`src/dinfd_consts.vh`:
```
// constants for the digital input function decoder
// assumes inclusion by dinfd_top.v only
`ifndef DINFD_CONSTS_VH
`define DINFD_CONSTS_VH
`define DINFD_FN_NONE 5'h00
`define DINFD_FN_FWD 5'h01
`define DINFD_FN_REV 5'h02
`define DINFD_FN_3WIRE 5'h03
`define DINFD_FN_JOGF 5'h04
`define DINFD_FN_JOGR 5'h05
`define DINFD_FN_COAST 5'h06
`define DINFD_FN_FRST 5'h07
`define DINFD_FN_PAUSE 5'h08
`define DINFD_FN_EXTF 5'h09
`define DINFD_FN_UP 5'h0A
`define DINFD_FN_DOWN 5'h0B
`define DINFD_FN_CLR 5'h0C
`define DINFD_FN_SWAB 5'h0D
`define DINFD_FN_SWCA 5'h0E
`define DINFD_FN_SWCB 5'h0F
`define DINFD_FN_STEP0 5'h10
`define DINFD_FN_STEP3 5'h13
`define DINFD_FN_STEPHOLD 5'h14
`define DINFD_FN_RAMP1 5'h15
`define DINFD_FN_RAMP2 5'h16
`define DINFD_OFF_FUNC0 12'h000
`define DINFD_OFF_FUNC1 12'h004
`define DINFD_OFF_FUNC2 12'h008
`define DINFD_OFF_FUNC3 12'h00C
`define DINFD_OFF_FUNC4 12'h010
`define DINFD_OFF_FUNC5 12'h014
`define DINFD_OFF_CTRL 12'h018
`define DINFD_OFF_LEVEL 12'h01C
`define DINFD_OFF_CMD 12'h020
`define DINFD_OFF_EVENT 12'h024
`endif

```
`src/dinfd_top.v`:
```
// digital input function decoder: six terminals mapped to drive commands
// assumes asynchronous terminal levels and an APB master on pclk
`timescale 1ns/1ps
`include "dinfd_consts.vh"

module dinfd_top #(
  parameter N_TERM = 6,
  parameter N_HS = 2
) (
  pclk,
  presetn,
  psel,
  penable,
  pwrite,
  paddr,
  pwdata,
  prdata,
  pready,
  pslverr,
  terminal_in,
  run_fwd,
  run_rev,
  three_wire_ctrl,
  jog_fwd,
  jog_rev,
  coast_stop,
  fault_reset,
  pause_run,
  ext_fault,
  freq_up,
  freq_down,
  freq_clear,
  sel_b_channel,
  sel_comb_a,
  sel_comb_b,
  speed_step,
  ramp_time_set,
  pulse_input_a
);
  input wire pclk;
  input wire presetn;
  input wire psel;
  input wire penable;
  input wire pwrite;
  input wire [11:0] paddr;
  input wire [31:0] pwdata;
  output reg [31:0] prdata;
  output wire pready;
  output wire pslverr;
  input wire [N_TERM-1:0] terminal_in;
  output reg run_fwd;
  output reg run_rev;
  output reg three_wire_ctrl;
  output reg jog_fwd;
  output reg jog_rev;
  output reg coast_stop;
  output reg fault_reset;
  output reg pause_run;
  output reg ext_fault;
  output reg freq_up;
  output reg freq_down;
  output reg freq_clear;
  output reg sel_b_channel;
  output reg sel_comb_a;
  output reg sel_comb_b;
  output reg [3:0] speed_step;
  output reg [1:0] ramp_time_set;
  output reg [N_HS-1:0] pulse_input_a;

  wire [N_TERM-1:0] sync2_q;
  wire [N_TERM-1:0] withhold;
  reg [5*N_TERM-1:0] func_q;
  reg [N_HS-1:0] hs_pulse_mode_q;
  reg [N_TERM-1:0] invert_q;
  wire [7:0] event_q;
  wire [N_TERM-1:0] act;
  wire [N_TERM-1:0] rise;
  wire [31:0] ctrl_rd;
  wire [31:0] cmd_rd;
  reg [31:0] lvl_d;
  reg [3:0] step_raw;
  reg [1:0] ramp_raw;
  reg up_lv;
  reg dn_lv;
  reg clr_rise;
  reg rst_rise;
  reg ext_rise;
  reg hold_lv;
  reg ab_lv;
  reg ca_lv;
  reg cb_lv;
  reg [31:0] cmd_word;
  reg [4:0] fcode;
  integer i;
  integer j;

  wire wr_en = psel & penable & pwrite;
  wire [2:0] word_idx = paddr[4:2];
  wire mapped = (paddr <= `DINFD_OFF_EVENT) && (paddr[1:0] == 2'h0);

  assign pready = 1'b1;
  assign pslverr = psel & penable & ~mapped;

  // pulse-mode terminals are withheld so the decoder never sees raw pulse trains
  assign withhold = {hs_pulse_mode_q, {(N_TERM-N_HS){1'b0}}};

  // one conditioner per terminal: two sync flops, polarity, edge
  genvar g;
  generate
    for (g = 0; g < N_TERM; g = g + 1) begin : g_term
      dinfd_term_cond dinfd_term_cond_i (
        .pclk(pclk),
        .presetn(presetn),
        .pin(terminal_in[g]),
        .invert(invert_q[g]),
        .withhold(withhold[g]),
        .sync_lvl(sync2_q[g]),
        .act(act[g]),
        .rise(rise[g])
      );
    end
  endgenerate

  // level functions follow the terminal, action functions fire on assertion
  always @* begin
    cmd_word = 32'h0000_0000;
    step_raw = 4'h0;
    ramp_raw = 2'h0;
    up_lv = 1'b0;
    dn_lv = 1'b0;
    clr_rise = 1'b0;
    rst_rise = 1'b0;
    ext_rise = 1'b0;
    hold_lv = 1'b0;
    ab_lv = 1'b0;
    ca_lv = 1'b0;
    cb_lv = 1'b0;
    fcode = 5'h00;
    for (i = 0; i < N_TERM; i = i + 1) begin
      fcode = func_q[5*i +: 5];
      // one code per terminal is assumed, so or-ing the terminals is safe
      case (fcode)
        `DINFD_FN_NONE: ;
        `DINFD_FN_FWD: cmd_word[0] = cmd_word[0] | act[i];
        `DINFD_FN_REV: cmd_word[1] = cmd_word[1] | act[i];
        `DINFD_FN_3WIRE: cmd_word[2] = cmd_word[2] | act[i];
        `DINFD_FN_JOGF: cmd_word[3] = cmd_word[3] | act[i];
        `DINFD_FN_JOGR: cmd_word[4] = cmd_word[4] | act[i];
        `DINFD_FN_COAST: cmd_word[5] = cmd_word[5] | act[i];
        `DINFD_FN_FRST: rst_rise = rst_rise | rise[i];
        `DINFD_FN_PAUSE: cmd_word[7] = cmd_word[7] | act[i];
        `DINFD_FN_EXTF: ext_rise = ext_rise | rise[i];
        `DINFD_FN_UP: up_lv = up_lv | act[i];
        `DINFD_FN_DOWN: dn_lv = dn_lv | act[i];
        `DINFD_FN_CLR: clr_rise = clr_rise | rise[i];
        `DINFD_FN_SWAB: ab_lv = ab_lv | act[i];
        `DINFD_FN_SWCA: ca_lv = ca_lv | act[i];
        `DINFD_FN_SWCB: cb_lv = cb_lv | act[i];
        `DINFD_FN_STEPHOLD: hold_lv = hold_lv | act[i];
        `DINFD_FN_RAMP1: ramp_raw[0] = ramp_raw[0] | act[i];
        `DINFD_FN_RAMP2: ramp_raw[1] = ramp_raw[1] | act[i];
        default: begin
          if (fcode >= `DINFD_FN_STEP0 && fcode <= `DINFD_FN_STEP3)
            step_raw[fcode[1:0]] = step_raw[fcode[1:0]] | act[i];
        end
      endcase
    end
  end

  // outputs are registered; the step is held while the freeze terminal is on
  always @(posedge pclk or negedge presetn) begin
    if (!presetn) begin
      run_fwd <= 1'b0;
      run_rev <= 1'b0;
      three_wire_ctrl <= 1'b0;
      jog_fwd <= 1'b0;
      jog_rev <= 1'b0;
      coast_stop <= 1'b0;
      pause_run <= 1'b0;
      freq_up <= 1'b0;
      freq_down <= 1'b0;
      sel_b_channel <= 1'b0;
      sel_comb_a <= 1'b0;
      sel_comb_b <= 1'b0;
      speed_step <= 4'h0;
      ramp_time_set <= 2'h0;
      pulse_input_a <= {N_HS{1'b0}};
    end else begin
      run_fwd <= cmd_word[0];
      run_rev <= cmd_word[1];
      three_wire_ctrl <= cmd_word[2];
      jog_fwd <= cmd_word[3];
      jog_rev <= cmd_word[4];
      coast_stop <= cmd_word[5];
      // drop of the pause level lets the run sequencer resume where it was
      pause_run <= cmd_word[7];
      // clear wins over up/down in the same cycle
      freq_up <= up_lv & ~dn_lv & ~clr_rise;
      freq_down <= dn_lv & ~up_lv & ~clr_rise;
      sel_b_channel <= ab_lv;
      sel_comb_a <= ca_lv;
      sel_comb_b <= cb_lv;
      if (!hold_lv)
        speed_step <= step_raw;
      ramp_time_set <= ramp_raw;
      for (j = 0; j < N_HS; j = j + 1)
        pulse_input_a[j] <= hs_pulse_mode_q[j] & sync2_q[N_TERM-N_HS+j];
    end
  end

  // action functions: one-cycle pulses on the assertion edge
  always @(posedge pclk or negedge presetn) begin
    if (!presetn) begin
      fault_reset <= 1'b0;
      ext_fault <= 1'b0;
      freq_clear <= 1'b0;
    end else begin
      fault_reset <= rst_rise;
      ext_fault <= ext_rise;
      freq_clear <= clr_rise;
    end
  end

  // sticky event capture, one flag per event source
  wire ev_clr = wr_en && (paddr == `DINFD_OFF_EVENT);
  wire [3:0] ev_set = {clr_rise, ext_rise, rst_rise, cmd_word[5]};
  assign event_q[7:4] = 4'h0;
  generate
    for (g = 0; g < 4; g = g + 1) begin : g_event
      dinfd_sticky dinfd_sticky_i (
        .pclk(pclk),
        .presetn(presetn),
        .set(ev_set[g]),
        .clr(ev_clr & pwdata[g]),
        .flag(event_q[g])
      );
    end
  endgenerate

  // configuration registers
  // codes above the table, 0x17 and up, fall to default and do nothing
  always @(posedge pclk or negedge presetn) begin
    if (!presetn) begin
      func_q <= {5*N_TERM{1'b0}};
      hs_pulse_mode_q <= {N_HS{1'b0}};
      invert_q <= {N_TERM{1'b0}};
    end else if (wr_en && mapped) begin
      if (paddr < `DINFD_OFF_CTRL && word_idx < N_TERM)
        func_q[5*word_idx +: 5] <= pwdata[4:0];
      if (paddr == `DINFD_OFF_CTRL) begin
        hs_pulse_mode_q <= pwdata[N_HS-1:0];
        invert_q <= pwdata[8 +: N_TERM];
      end
    end
  end

  always @* begin
    lvl_d = 32'h0000_0000;
    lvl_d[N_TERM-1:0] = act;
    lvl_d[16 +: 4] = speed_step;
    lvl_d[20 +: 2] = ramp_time_set;
  end

  // readback words; unused bits read as zero
  assign ctrl_rd = {{(24-N_TERM){1'b0}}, invert_q, {(8-N_HS){1'b0}}, hs_pulse_mode_q};
  assign cmd_rd = {run_fwd, run_rev, three_wire_ctrl, jog_fwd, jog_rev, coast_stop,
                   pause_run, freq_up, freq_down, sel_b_channel, sel_comb_a,
                   sel_comb_b, 20'h00000};

  always @(posedge pclk or negedge presetn) begin
    if (!presetn) begin
      prdata <= 32'h0000_0000;
    end else if (psel && !penable && !pwrite) begin
      case (paddr)
        `DINFD_OFF_FUNC0, `DINFD_OFF_FUNC1, `DINFD_OFF_FUNC2,
        `DINFD_OFF_FUNC3, `DINFD_OFF_FUNC4, `DINFD_OFF_FUNC5:
          prdata <= (word_idx < N_TERM) ? {27'h0, func_q[5*word_idx +: 5]} : 32'h0000_0000;
        `DINFD_OFF_CTRL: prdata <= ctrl_rd;
        `DINFD_OFF_LEVEL: prdata <= lvl_d;
        `DINFD_OFF_CMD: prdata <= cmd_rd;
        `DINFD_OFF_EVENT: prdata <= {24'h000000, event_q};
        default: prdata <= 32'h0000_0000;
      endcase
    end
  end
endmodule

// per-terminal conditioning: synchroniser, polarity, pulse-mode gate, edge
// assumes pin is asynchronous to pclk
module dinfd_term_cond (
  pclk,
  presetn,
  pin,
  invert,
  withhold,
  sync_lvl,
  act,
  rise
);
  input wire pclk;
  input wire presetn;
  input wire pin;
  input wire invert;
  input wire withhold;
  output wire sync_lvl;
  output wire act;
  output wire rise;
  reg sync1_q;
  reg sync2_q;
  reg prev_q;

  // only sync2_q reads sync1_q, so metastability stays in the first flop
  always @(posedge pclk or negedge presetn) begin
    if (!presetn) begin
      sync1_q <= 1'b0;
      sync2_q <= 1'b0;
      prev_q <= 1'b0;
    end else begin
      sync1_q <= pin;
      sync2_q <= sync1_q;
      prev_q <= act;
    end
  end

  assign sync_lvl = sync2_q;
  assign act = (sync2_q ^ invert) & ~withhold;
  // edge taken on the gated level, so re-enabling a high terminal counts
  assign rise = act & ~prev_q;
endmodule

// sticky flag, set by hardware and cleared by software
module dinfd_sticky (
  pclk,
  presetn,
  set,
  clr,
  flag
);
  input wire pclk;
  input wire presetn;
  input wire set;
  input wire clr;
  output wire flag;
  reg flag_q;
  // set wins: an event in the clearing cycle is never lost
  always @(posedge pclk or negedge presetn) begin
    if (!presetn) begin
      flag_q <= 1'b0;
    end else begin
      flag_q <= set | (flag_q & ~clr);
    end
  end
  assign flag = flag_q;
endmodule
```
`config.mk`:
```
export PLATFORM = sky130hd
export DESIGN_NAME = dinfd_top
export DESIGN_NICKNAME = d
export VERILOG_FILES = /design/src/dinfd_top.v
export VERILOG_INCLUDE_DIRS = /design/src
export SDC_FILE = /design/constraint.sdc
export NUM_CORES = 1
export LEC_CHECK = 0
export BUFFER_PORTS_ARGS = -buffer_cell sky130_fd_sc_hd__buf_2
export CORE_ASPECT_RATIO = 1.75
export CORE_MARGIN = 2
export CORE_UTILIZATION = 58
export CTS_BUF_LIST = sky130_fd_sc_hd__clkbuf_2
export DETAILED_ROUTE_END_ITERATION = 6
export GPL_ROUTABILITY_DRIVEN = 0
export HOLD_SLACK_MARGIN = 0.15
export PLACE_DENSITY_LB_ADDON = 0.12
export SYNTH_ARGS = -nofsm -noshare
export SYNTH_HDL_FRONTEND = slang
export SYNTH_SLANG_ARGS = --single-unit
```
`constraint.sdc`:
```
create_clock -name pclk -period 2.4 [get_ports pclk]
set_input_delay 0.36 -clock pclk [delete_from_list [all_inputs] [get_ports pclk]]
set_output_delay 0.36 -clock pclk [all_outputs]
set_load 0.01 [all_outputs]
```
==> summary.md, run 1 <==
| Metric | Value |
|---|---|
| Outcome | `finished, final reports clean` |
| Distinct cells, synth | `70` |
| Reg power frac | `62.0%` |
| DR vias/cell | `about 6.7` |
| Placed wire-length estimate | `roughly 14000 um` |
| Min cycle time layout | `2280 ps` |
| RSZ-0062 raised after global routing | `no` |
| Number of enable flip-flop cells after synthesis | `0` |
| Clock skew | `24.4 ps` |
| Most common cell after layout, fill and taps aside | `dfrtp_1` |
| Syn avg cell area | `between 10 and 15 um^2` |
| Final antenna-violating net count | `0` |
| Clock tree buffer depth | `2` |
| Top cell type by total area after synthesis | `dfrtp_1` |
| Routed wl met2 | `9230 um` |
| Register area share after synthesis | `between 40% and 50%` |
| Hold WS | `199 ps` |
| Comb power frac | `between 8 and 9%` |
| Largest net degree at the start of global routing | `78` |
| Top cell type's share of synthesized area | `46.6%` |
| Global-route wire length before repair | `28600 um` |
| CP max-delay cell | `dfrtp_1` |
| Worst EP required | `2910 ps` |
| Storage element area | `roughly 2800 um^2` |
| CTS H-tree depth | `3` |
| Worst setup path startpoint | `invert_q[1]$_DFFE_PN0P_` |
| Clk_lat worst skew | `590 ps` |
| Initial antenna violation count | `1` |
| Fill cells | `822` |
| Fraction of registers with async set/reset | `100%` |
| Postcts setup bufs | `0` |
| Reg-to-Reg Start | `invert_q[1]$_DFFE_PN0P_` |
| CTS buffer count | `9` |
| Most used flip-flop cell after synthesis | `dfrtp_1` |
| First DRT Iteration DRCs | `around 530` |
| PnR Total Power | `3.08 mW` |
| Standard-cell rows | `49` |
| Max Clock Freq | `between 0.4 and 0.5 GHz` |
| I/O pins | `112` |
| Startpoint types | `flop` |
| DR WL/cell | `22.4 um` |
| Area growth, synth to finish | `15.9%` |
| Switch share | `between 20% and 30%` |
| Final wirelength | `18700 um` |
| Final worst path period share | `a little over nine tenths` |
| Most frequent cells in the layout | `dfrtp_1, buf_2, nand2_1, nor2_1, o21ai_0` |
| CTS sink count | `111` |
| Die Ht | `roughly 140 um` |
| Share of cells above drive strength 1 | `25.9%` |
| Met3 WL | `between 1000 and 1500 um` |
| Input/output buffers | `85` |
| Max Slew Vio Count | `0` |
| Pwr dens | `approximately 450 nW/um^2` |
| VDD IR-drop max | `approximately 360 uV` |
| Yosys warns | `0` |
| Top cells by area, synth | `dfrtp_1, mux2_2, nand2_1` |
| Final Hold Viols | `0` |
| DRT Pass-1 Iters | `7` |
| Slew HR | `41.8%` |
| Gate Count Post-Synth | `591` |
| Die area | `11100 um^2` |
| CP Data Arrival Time | `2790 ps` |
| Max stage delay on crit path | `between 400 and 500 ps` |
| Number of global-route vias before repair | `approximately 5500` |
| Nets | `between 700 and 800` |
| Setup TNS | `0 ps` |
| Vias | `5559` |
| Worst-path clk slew | `270 ps` |
| Worst-Margin Slew | `about 860 ps` |
| Internal power | `2.33 mW` |
| Core area | `10100 um^2` |
| Family with the most delay on the worst path | `compound AO/OA/AOI/OAI gates` |
| Wl on met1 | `approximately 6700 um` |
| FF+latch count, synth | `111` |
| Critical path, cell by cell | `xnor2_1 -> inv_1 -> nand2_1 -> o32ai_1 -> a311oi_1 -> o311ai_1 -> nor3_1` |
| Proportion of power drawn by the clock network | `between 20% and 30%` |
| Leak Pwr | `between 3 and 4 nW` |
| DRC | `0` |
| DR top layer | `met4` |
| Die width | `80.6 um` |
| Hold Path Class | `in2async` |
| Root buf cell | `clkbuf_2` |
| CP bufs+invs | `1` |
| # setup viols final | `0` |
| Clock tree from TritonCTS | `yes` |
| Crit-path max FO | `5` |
| Switching power | `748 uW` |
| GRT Total Usage | `33.9%` |
| Worst setup EP type | `flop` |
| GRT overflow | `0` |
| Kind of critical path | `reg2reg` |
| Synthesized cell area | `5960 um^2` |
| Starting density of the core | `between 50% and 60%` |
| Multi-input gate area | `2920 um^2` |
| Number of max-cap violations | `0` |
==> path summary, 6_finish.rpt <==
kind | end | slack, ps | cells after the start
max reg2reg | freq_up$_DFF_PN0_ | 120 | 7
max in group asynchronous | g_term[0].dinfd_term_cond_i.sync1_q$_DFF_PN0_ | 1420 | 3
min | prdata[23]$_DFFE_PN0P_ | 200 | 2
min reg2reg | g_term[0].dinfd_term_cond_i.sync_lvl$_DFF_PN0_ | 390 | 0
max | freq_up$_DFF_PN0_ | 120 | 7
min in group pclk | prdata[4]$_DFFE_PN0P_ | 220 | 5
==> metal layers <==
layer	vias to the layer above	GRT usage, %
li1	2400	-
met4	0	20.7
met1	2632	38.4
met2	405	57.2
met5	-	0
met3	122	6.79
==> through the flow <==
step	cells	util [%]	area [um^2]	setup WS (ps)
final	835	68.3	6910	116
after global routing	835	68.3	6910	78.3
after CTS	834	68.2	6900	199
after detailed placement	801	65.2	6590	128
after global placement	801	65.2	6590	151
after floorplan	594	-	5970	119
==> logic make-up after synthesis <==
group | after synthesis | share of synthesized area, %
simple gates | 223 | 19.6
mux | 43 | 8.80
flops | 111 | 46.6
other cells | 2 | 0.126
buf+inv | 56 | 4.81
fa+ha+maj | 4 | 0.840
xor+xnor | 11 | 1.74
compound gates | 141 | 17.5
==> cell usage after synthesis (10+ instances only) <==
master	count
nand2_1	60
o21ai_0	34
nor2_1	38
clkbuf_1	22
nand3_1	29
nor3_1	14
and3_1	14
inv_1	21
nand2b_1	10
a21oi_1	12
dfrtp_1	111
o22ai_1	10
a22o_1	11
mux2_2	32
==> repair_timing <==
item,4_1_cts,5_1_grt
endpoints found under the setup margin,0,6
resized for setup,0,1
hold buffers,18,0
hold endpoints to repair,149,0
==> registers in the layout, summed over array words and instances (netlist names), 2 cells and up <==
signal                             cells
g_event.dinfd_sticky_i.flag            4
pulse_input_a                          2
g_term.dinfd_term_cond_i.prev_q        6
func_q                                30
speed_step                             4
invert_q                               6
g_term.dinfd_term_cond_i.sync_lvl      6
ramp_time_set                          2
prdata                                28
hs_pulse_mode_q                        2
g_term.dinfd_term_cond_i.sync1_q       6
==> power groups by stage <==
stage / registers (mW) / clock network, mW / logic (mW)
2_1_floorplan: 1.93 / 0 / 0.103
3_3_place_gp: 1.94 / 0 / 0.222
3_5_place_dp: 1.94 / 0 / 0.229
4_1_cts: 1.91 / 0.938 / 0.253
5_1_grt: 1.91 / 1.00 / 0.280
6_report: 1.91 / 0.910 / 0.257
==> cell type report <==
cell class              instances  share of cell area, %
repair buffers                133                   12.2
diodes                          1                 0.0362
inverters                      21                   1.14
clock inverters                 5                   1.07
clock buffers                  10                  0.725
well taps                     127                   2.30
flip-flops and latches        111                   40.2
multi-input cells             427                   42.3
(Power assumes the default switching activity.)
==> run 2: changes to the inputs <==
--- a/config.mk
+++ b/config.mk
@@ -7,9 +7,11 @@
 export NUM_CORES = 1
 export LEC_CHECK = 0
 export BUFFER_PORTS_ARGS = -buffer_cell sky130_fd_sc_hd__buf_2
+export CELL_PAD_IN_SITES_DETAIL_PLACEMENT = 1
+export CELL_PAD_IN_SITES_GLOBAL_PLACEMENT = 1
 export CORE_ASPECT_RATIO = 1.75
 export CORE_MARGIN = 2
-export CORE_UTILIZATION = 58
+export CORE_UTILIZATION = 45
 export CTS_BUF_LIST = sky130_fd_sc_hd__clkbuf_2
 export DETAILED_ROUTE_END_ITERATION = 6
 export GPL_ROUTABILITY_DRIVEN = 0
@@ -17,4 +19,5 @@
 export PLACE_DENSITY_LB_ADDON = 0.12
 export SYNTH_ARGS = -nofsm -noshare
 export SYNTH_HDL_FRONTEND = slang
+export SYNTH_HIERARCHICAL = 1
 export SYNTH_SLANG_ARGS = --single-unit
==> run 2 against run 1 <==
Global-route usage decreased by 2.8 points. Cell area increased by 8.3%. Highest routed layer unchanged. First-iteration DRC count is 4.9% higher.
==> summary.md, run 2 <==
| Metric | Value |
|---|---|
| Hold Path Class | `in2reg` |
| Clk_lat worst skew | `670 ps` |
| DRT Pass-1 Iters | `6` |
| Pwr dens | `440 nW/um^2` |
| Final antenna-violating net count | `0` |
| Reg with most FFs | `func_q` |
| CTS H-tree depth | `3` |
| CTS sink count | `111` |
| Worst-Margin Slew | `around 730 ps` |
| FF+latch count, synth | `111` |
| Worst-path clk slew | `370 ps` |
| Starting density of the core | `a little under half` |
| Fraction of registers with async set/reset | `100%` |
| Number of max-cap violations | `0` |
| Max Slew Vio Count | `0` |
| Most used flip-flop cell after synthesis | `dfrtp_1` |
| Final worst path period share | `between 90% and 100%` |
| Kind of critical path | `reg2reg` |
| Max Clock Freq | `0.440 GHz` |
| Input/output buffers | `85` |
| Top cell type's share of synthesized area | `44.1%` |
| DR WL/cell | `24.1 um` |
| Postcts setup bufs | `0` |
| CTS buffer count | `9` |
| Number of global-route vias before repair | `between 6000 and 7000` |
| Worst setup EP type | `flop` |
| Largest net degree at the start of global routing | `45` |
| Global-route wire length before repair | `35100 um` |
| Root buf cell | `clkbuf_2` |
| Leak Pwr | `3.60 nW` |
| Placed Instances | `907` |
| Worst EP required | `2980 ps` |
| Setup TNS | `0 ps` |
| Die Ht | `between 150 and 200 um` |
| Crit-path max FO | `8` |
| Fin area | `7480 um^2` |
| Clock tree from TritonCTS | `yes` |
| Clock skew | `57.9 ps` |
| Most common cell after layout, fill and taps aside | `dfrtp_1` |
| Initial antenna violation count | `1` |
| # setup viols final | `0` |
| Top-count cell post-synth | `dfrtp_1` |
| Multi-input gate area | `3300 um^2` |
| Final Hold Viols | `0` |
| Most frequent cells in the layout | `dfrtp_1, buf_2, nand2_1, nor2_1, buf_4` |
| Slew HR | `about half` |
| Nets | `823` |
| GRT overflow | `0` |
| Yosys warns | `6` |
| Distinct cells, synth | `70` |
| DR vias/cell | `roughly 6.3` |
| GRT Total Usage | `roughly 31%` |
| VDD IR-drop max | `312 uV` |
| Fill cells | `approximately 1600` |
| Startpoint types | `flop` |
| Final cell count without fillers | `947` |
| Outcome | `finished, final reports clean` |
| Placed wire-length estimate | `17400 um` |
| Number of flip-flops under the largest register name | `30` |
| Syn avg cell area | `9.76 um^2` |
| Number of enable flip-flop cells after synthesis | `0` |
| Standard-cell rows | `57` |
| DRC | `0` |
| Min cycle time layout | `between 2000 and 2500 ps` |
| Post-DP Area | `just over 7000 um^2` |
| Gate Count Post-Synth | `645` |
| Top cells by area, synth | `dfrtp_1, mux2_2, nand2_1` |
| Storage element area | `2780 um^2` |
| Largest regs | `func_q: 30 flops, prdata: 28 flops` |
| Layout Utilization | `roughly 54%` |
| Clock tree buffer depth | `2` |
| I/O pins | `around 110` |
| Place WS | `32.4 ps` |
| First DRT Iteration DRCs | `552` |
| Vias | `5979` |
| Final wirelength | `roughly 23000 um` |
| RSZ-0062 raised after global routing | `no` |
| Synthesized cell area | `about 6300 um^2` |
| Share of cells above drive strength 1 | `26.3%` |
| Synth top cells by count | `dfrtp_1, nand2_1, nor2_1, clkbuf_1, nand3_1` |
| CP Data Arrival Time | `2850 ps` |
| Core area | `13800 um^2` |
| Worst Slack Setup Final | `between 100 and 150 ps` |
| Die width | `93.4 um` |
| Register area share after synthesis | `about 44%` |
| Die area | `15000 um^2` |
| Top cell type by total area after synthesis | `dfrtp_1` |
| Area growth, synth to finish | `18.8%` |
run 2: cell type report:
cell class,instances,share of cell area [%]
Antenna cell,1,0.0335
Clock buffer,9,0.602
Clock inverter,7,1.41
Inverter,21,1.05
Multi-Input combinational cell,476,44.1
Sequential cell,111,37.1
Tap cell,177,2.96
Timing Repair Buffer,145,12.7
run 2: path summary, 6_finish.rpt:
kind	start	endpoint	slack, ps	cells after the start
max	invert_q[4]$_DFFE_PN0P_	freq_down$_DFF_PN0_	130	6
min	paddr[2]	func_q[15]$_DFFE_PN0P_	190	5
max reg2reg	invert_q[4]$_DFFE_PN0P_	freq_down$_DFF_PN0_	130	6
min reg2reg	g_term[2].dinfd_term_cond_i/sync1_q$_DFF_PN0_	g_term[2].dinfd_term_cond_i/sync_lvl$_DFF_PN0_	370	0
max in group asynchronous	presetn	prdata[13]$_DFFE_PN0P_	640	4
min in group asynchronous	presetn	ramp_time_set[0]$_DFF_PN0_	690	3
run 2: routing by layer:
layer  share of wire (%)  vias up  track usage (%)  routed length (um)
met5                   0        -                0                   0
met1                  35     2965             34.6                8020
met4                 6.4        0             19.1                1470
li1                    -     2607                -                   -
met3                 6.5       97             4.97                1490
met2                  52      310             54.4               11800
run 2: kinds of logic after synthesis:
logic type | Yosys count | synth area share [%]
AO/OA/AOI/OAI | 91 | 11.1
flip-flops | 111 | 44.1
buffers and inverters | 69 | 4.59
adder cells (fa/ha/maj) | 4 | 0.795
other | 2 | 0.119
multiplexers | 47 | 9.04
XOR/XNOR | 9 | 1.25
AND/OR/NAND/NOR | 312 | 29.0
run 2: worst max-delay path, cell delays in order, from the launching register on:
cell and delay (ps):
dfrtp_1 510, xnor2_1 300, nor2_2 170, and3b_1 240, a32o_1 260, nor4b_1 440
nor3b_1 260
run 2: report_power, final:
group	total (mW)	switching, mW	internal [mW]
combinational	0.336	0.207	0.129
clock	1.02	0.729	0.290
sequential	1.93	0.0194	1.91
run 2: repair_timing:
action,CTS,global route
resized for setup,1,6
hold buffers,23,0
endpoints found under the hold margin,151,0
setup endpoints to repair,3,11
gates cloned,0,0
run 2: through the flow:
| step | hold slack, ps | power, mW |
|---|---|---|
| floorplan | 64.4 | 2.11 |
| global placement | 335 | 2.25 |
| detailed placement | 336 | 2.27 |
| CTS | 160 | 3.31 |
| global route | 209 | 3.40 |
| finish | 187 | 3.29 |
==> run 3: changes to the inputs <==
--- a/config.mk
+++ b/config.mk
@@ -6,13 +6,15 @@
 export SDC_FILE = /design/constraint.sdc
 export NUM_CORES = 1
 export LEC_CHECK = 0
-export BUFFER_PORTS_ARGS = -buffer_cell sky130_fd_sc_hd__buf_2
+export BUFFER_PORTS_ARGS = -buffer_cell sky130_fd_sc_hd__buf_4
+export CAP_MARGIN = 30
 export CELL_PAD_IN_SITES_DETAIL_PLACEMENT = 1
 export CELL_PAD_IN_SITES_GLOBAL_PLACEMENT = 1
 export CORE_ASPECT_RATIO = 1.75
 export CORE_MARGIN = 2
 export CORE_UTILIZATION = 45
 export CTS_BUF_LIST = sky130_fd_sc_hd__clkbuf_2
+export CTS_CLUSTER_SIZE = 25
 export DETAILED_ROUTE_END_ITERATION = 6
 export GPL_ROUTABILITY_DRIVEN = 0
 export HOLD_SLACK_MARGIN = 0.15
==> run 3 against run 2 <==
Maximum frequency decreased by 0.81%. Setup slack got worse by 19 ps. Count of clock-buffer cells in the layout unchanged. Power decreased by 2.4%. Non-clock buffer count decreased by 3. Largest cell class unchanged. Highest routed layer unchanged.
==> summary.md, run 3 (same netlist as run 2, synthesis figures left out) <==
| Metric | Value |
|---|---|
| Final wirelength | `22900 um` |
| Leak Pwr | `3.61 nW` |
| Worst-Margin Slew | `around 640 ps` |
| Worst setup path startpoint | `invert_q[2]$_DFFE_PN0P_` |
| Max Clock Freq | `around 0.44 GHz` |
| GRT Total Usage | `between 30 and 40%` |
| Clock tree from TritonCTS | `yes` |
| Initial antenna violation count | `1` |
| Largest net degree at the start of global routing | `between 100 and 150` |
| Worst setup EP type | `flop` |
| Most common cell after layout, fill and taps aside | `buf_4` |
| Core area | `13800 um^2` |
| Worst EP required | `2980 ps` |
| Worst-path clk slew | `380 ps` |
| DR WL/cell | `roughly 24 um` |
| Number of global-route vias before repair | `6316` |
| Hold Path Class | `in2reg` |
| # setup viols final | `0` |
| CTS sink count | `111` |
| Final Hold Viols | `0` |
| Final antenna-violating net count | `0` |
| CP max-delay cell | `nor4bb_1` |
| Slew HR | `57.3%` |
| Startpoint types | `flop` |
| CP bufs+invs | `0` |
| Reg-to-Reg Start | `invert_q[2]$_DFFE_PN0P_` |
| Reg with most FFs | `func_q` |
| Nets | `820` |
| Global-route wire length before repair | `35400 um` |
| Fill cells | `between 1500 and 2000` |
| CTS buffer count | `9` |
| DR vias/cell | `6.30` |
| Hold_sp | `penable` |
| Clock skew | `77.5 ps` |
| CP Data Arrival Time | `2880 ps` |
| Crit-path max FO | `8` |
| Largest regs | `func_q: 30 flops, prdata: 28 flops` |
| First DRT Iteration DRCs | `401` |
| Max stage delay on crit path | `520 ps` |
| Input/output buffers | `85` |
| VDD IR-drop max | `around 230 uV` |
| Kind of critical path | `reg2reg` |
| Outcome | `finished, final reports clean` |
| DRC | `0` |
| Die Ht | `160 um` |
| Max Slew Vio Count | `0` |
| Die width | `93.4 um` |
| Hold WS | `177 ps` |
| Final worst path period share | `between 90% and 100%` |
| Number of flip-flops under the largest register name | `30` |
| DRT Pass-1 Iters | `5` |
| Vias | `5945` |
| Area growth, synth to finish | `21.6%` |
| Root buf cell | `clkbuf_2` |
| I/O pins | `112` |
| Setup TNS | `0 ps` |
| Reg2Reg Depth | `6` |
| Fin area | `7660 um^2` |
| Clock tree buffer depth | `2` |
| Place WS | `77.3 ps` |
| Die area | `around 15000 um^2` |
| Share of cells above drive strength 1 | `26.1%` |
| Number of max-cap violations | `0` |
| Worst Slack Setup Final | `107 ps` |
| GRT overflow | `0` |
| Placed wire-length estimate | `16900 um` |
| Standard-cell rows | `between 50 and 60` |
| Worst hold path depth | `5` |
| CTS H-tree depth | `3` |
| Post-DP Area | `between 7000 and 8000 um^2` |
| Clk_lat worst skew | `680 ps` |
| Starting density of the core | `45.8%` |
| Levels on crit path | `6` |
| Min cycle time layout | `roughly 2300 ps` |
| Most frequent cells in the layout | `buf_4, dfrtp_1, nand2_1, nor2_1, nand3_1` |
| Postcts setup bufs | `0` |
| Family with the most delay on the worst path | `simple AND/OR/NAND/NOR gates` |
| Critical path, cell by cell | `xnor2_2 -> nor2_2 -> nor4bb_1 -> a32o_1 -> a2111oi_2 -> nor3b_1` |
| Pwr dens | `~420 nW/um^2` |
## run 3: what timing repair did
item | 4_1_cts | 5_1_grt
endpoints found under the setup margin | 0 | 11
gates resized for setup | 0 | 9
hold buffers | 24 | 0
endpoints found under the hold margin | 164 | 0
## run 3: worst paths after layout
kind / endpoint / slack, ps
max: freq_down$_DFF_PN0_ / 110
min: prdata[26]$_DFFE_PN0P_ / 180
max reg2reg: freq_down$_DFF_PN0_ / 110
min reg2reg: g_term[0].dinfd_term_cond_i/sync_lvl$_DFF_PN0_ / 400
max in group asynchronous: func_q[10]$_DFFE_PN0P_ / 1670
min in group asynchronous: invert_q[4]$_DFFE_PN0P_ / 200
## run 3: cell type report
cell class	instances	area (um^2)	share of cell area, %
Clock inverter	7	81.3	1.06
Clock buffer	9	45.0	0.588
Inverter	21	78.8	1.03
Sequential cell	111	2780	36.3
Multi-Input combinational cell	476	3310	43.3
Tap cell	177	221	2.89
Timing Repair Buffer	142	1140	14.9
Antenna cell	1	2.50	0.0327
## run 3: through the flow
stage	instances	power, mW	utilization (%)
floorplan	656	2.11	-
finish	944	3.21	55.6
global placement	903	2.28	52.7
CTS	943	3.23	55.4
detailed placement	903	2.29	52.7
global route	944	3.34	55.6
## run 3: worst min-delay path, cell delays in order
cell and delay (ps):
buf_4 100, nor3b_2 50, buf_4 210, nand3_1 110, nand2_1 50
## run 3: power breakdown
part           switching, mW  leakage [nW]  internal (mW)  total [mW]
registers             0.0201          1.44           1.91        1.93
logic                  0.209          2.09          0.158       0.367
clock network          0.724        0.0765          0.184       0.908
total                  0.953          3.61           2.26        3.21
## run 3: metal layers
layer / global-route usage [%] / wire length, um
met1: 34.4 / 7970
met2: 54.7 / 12100
met3: 4.78 / 1270
met4: 20.0 / 1560
met5: 0 / 0
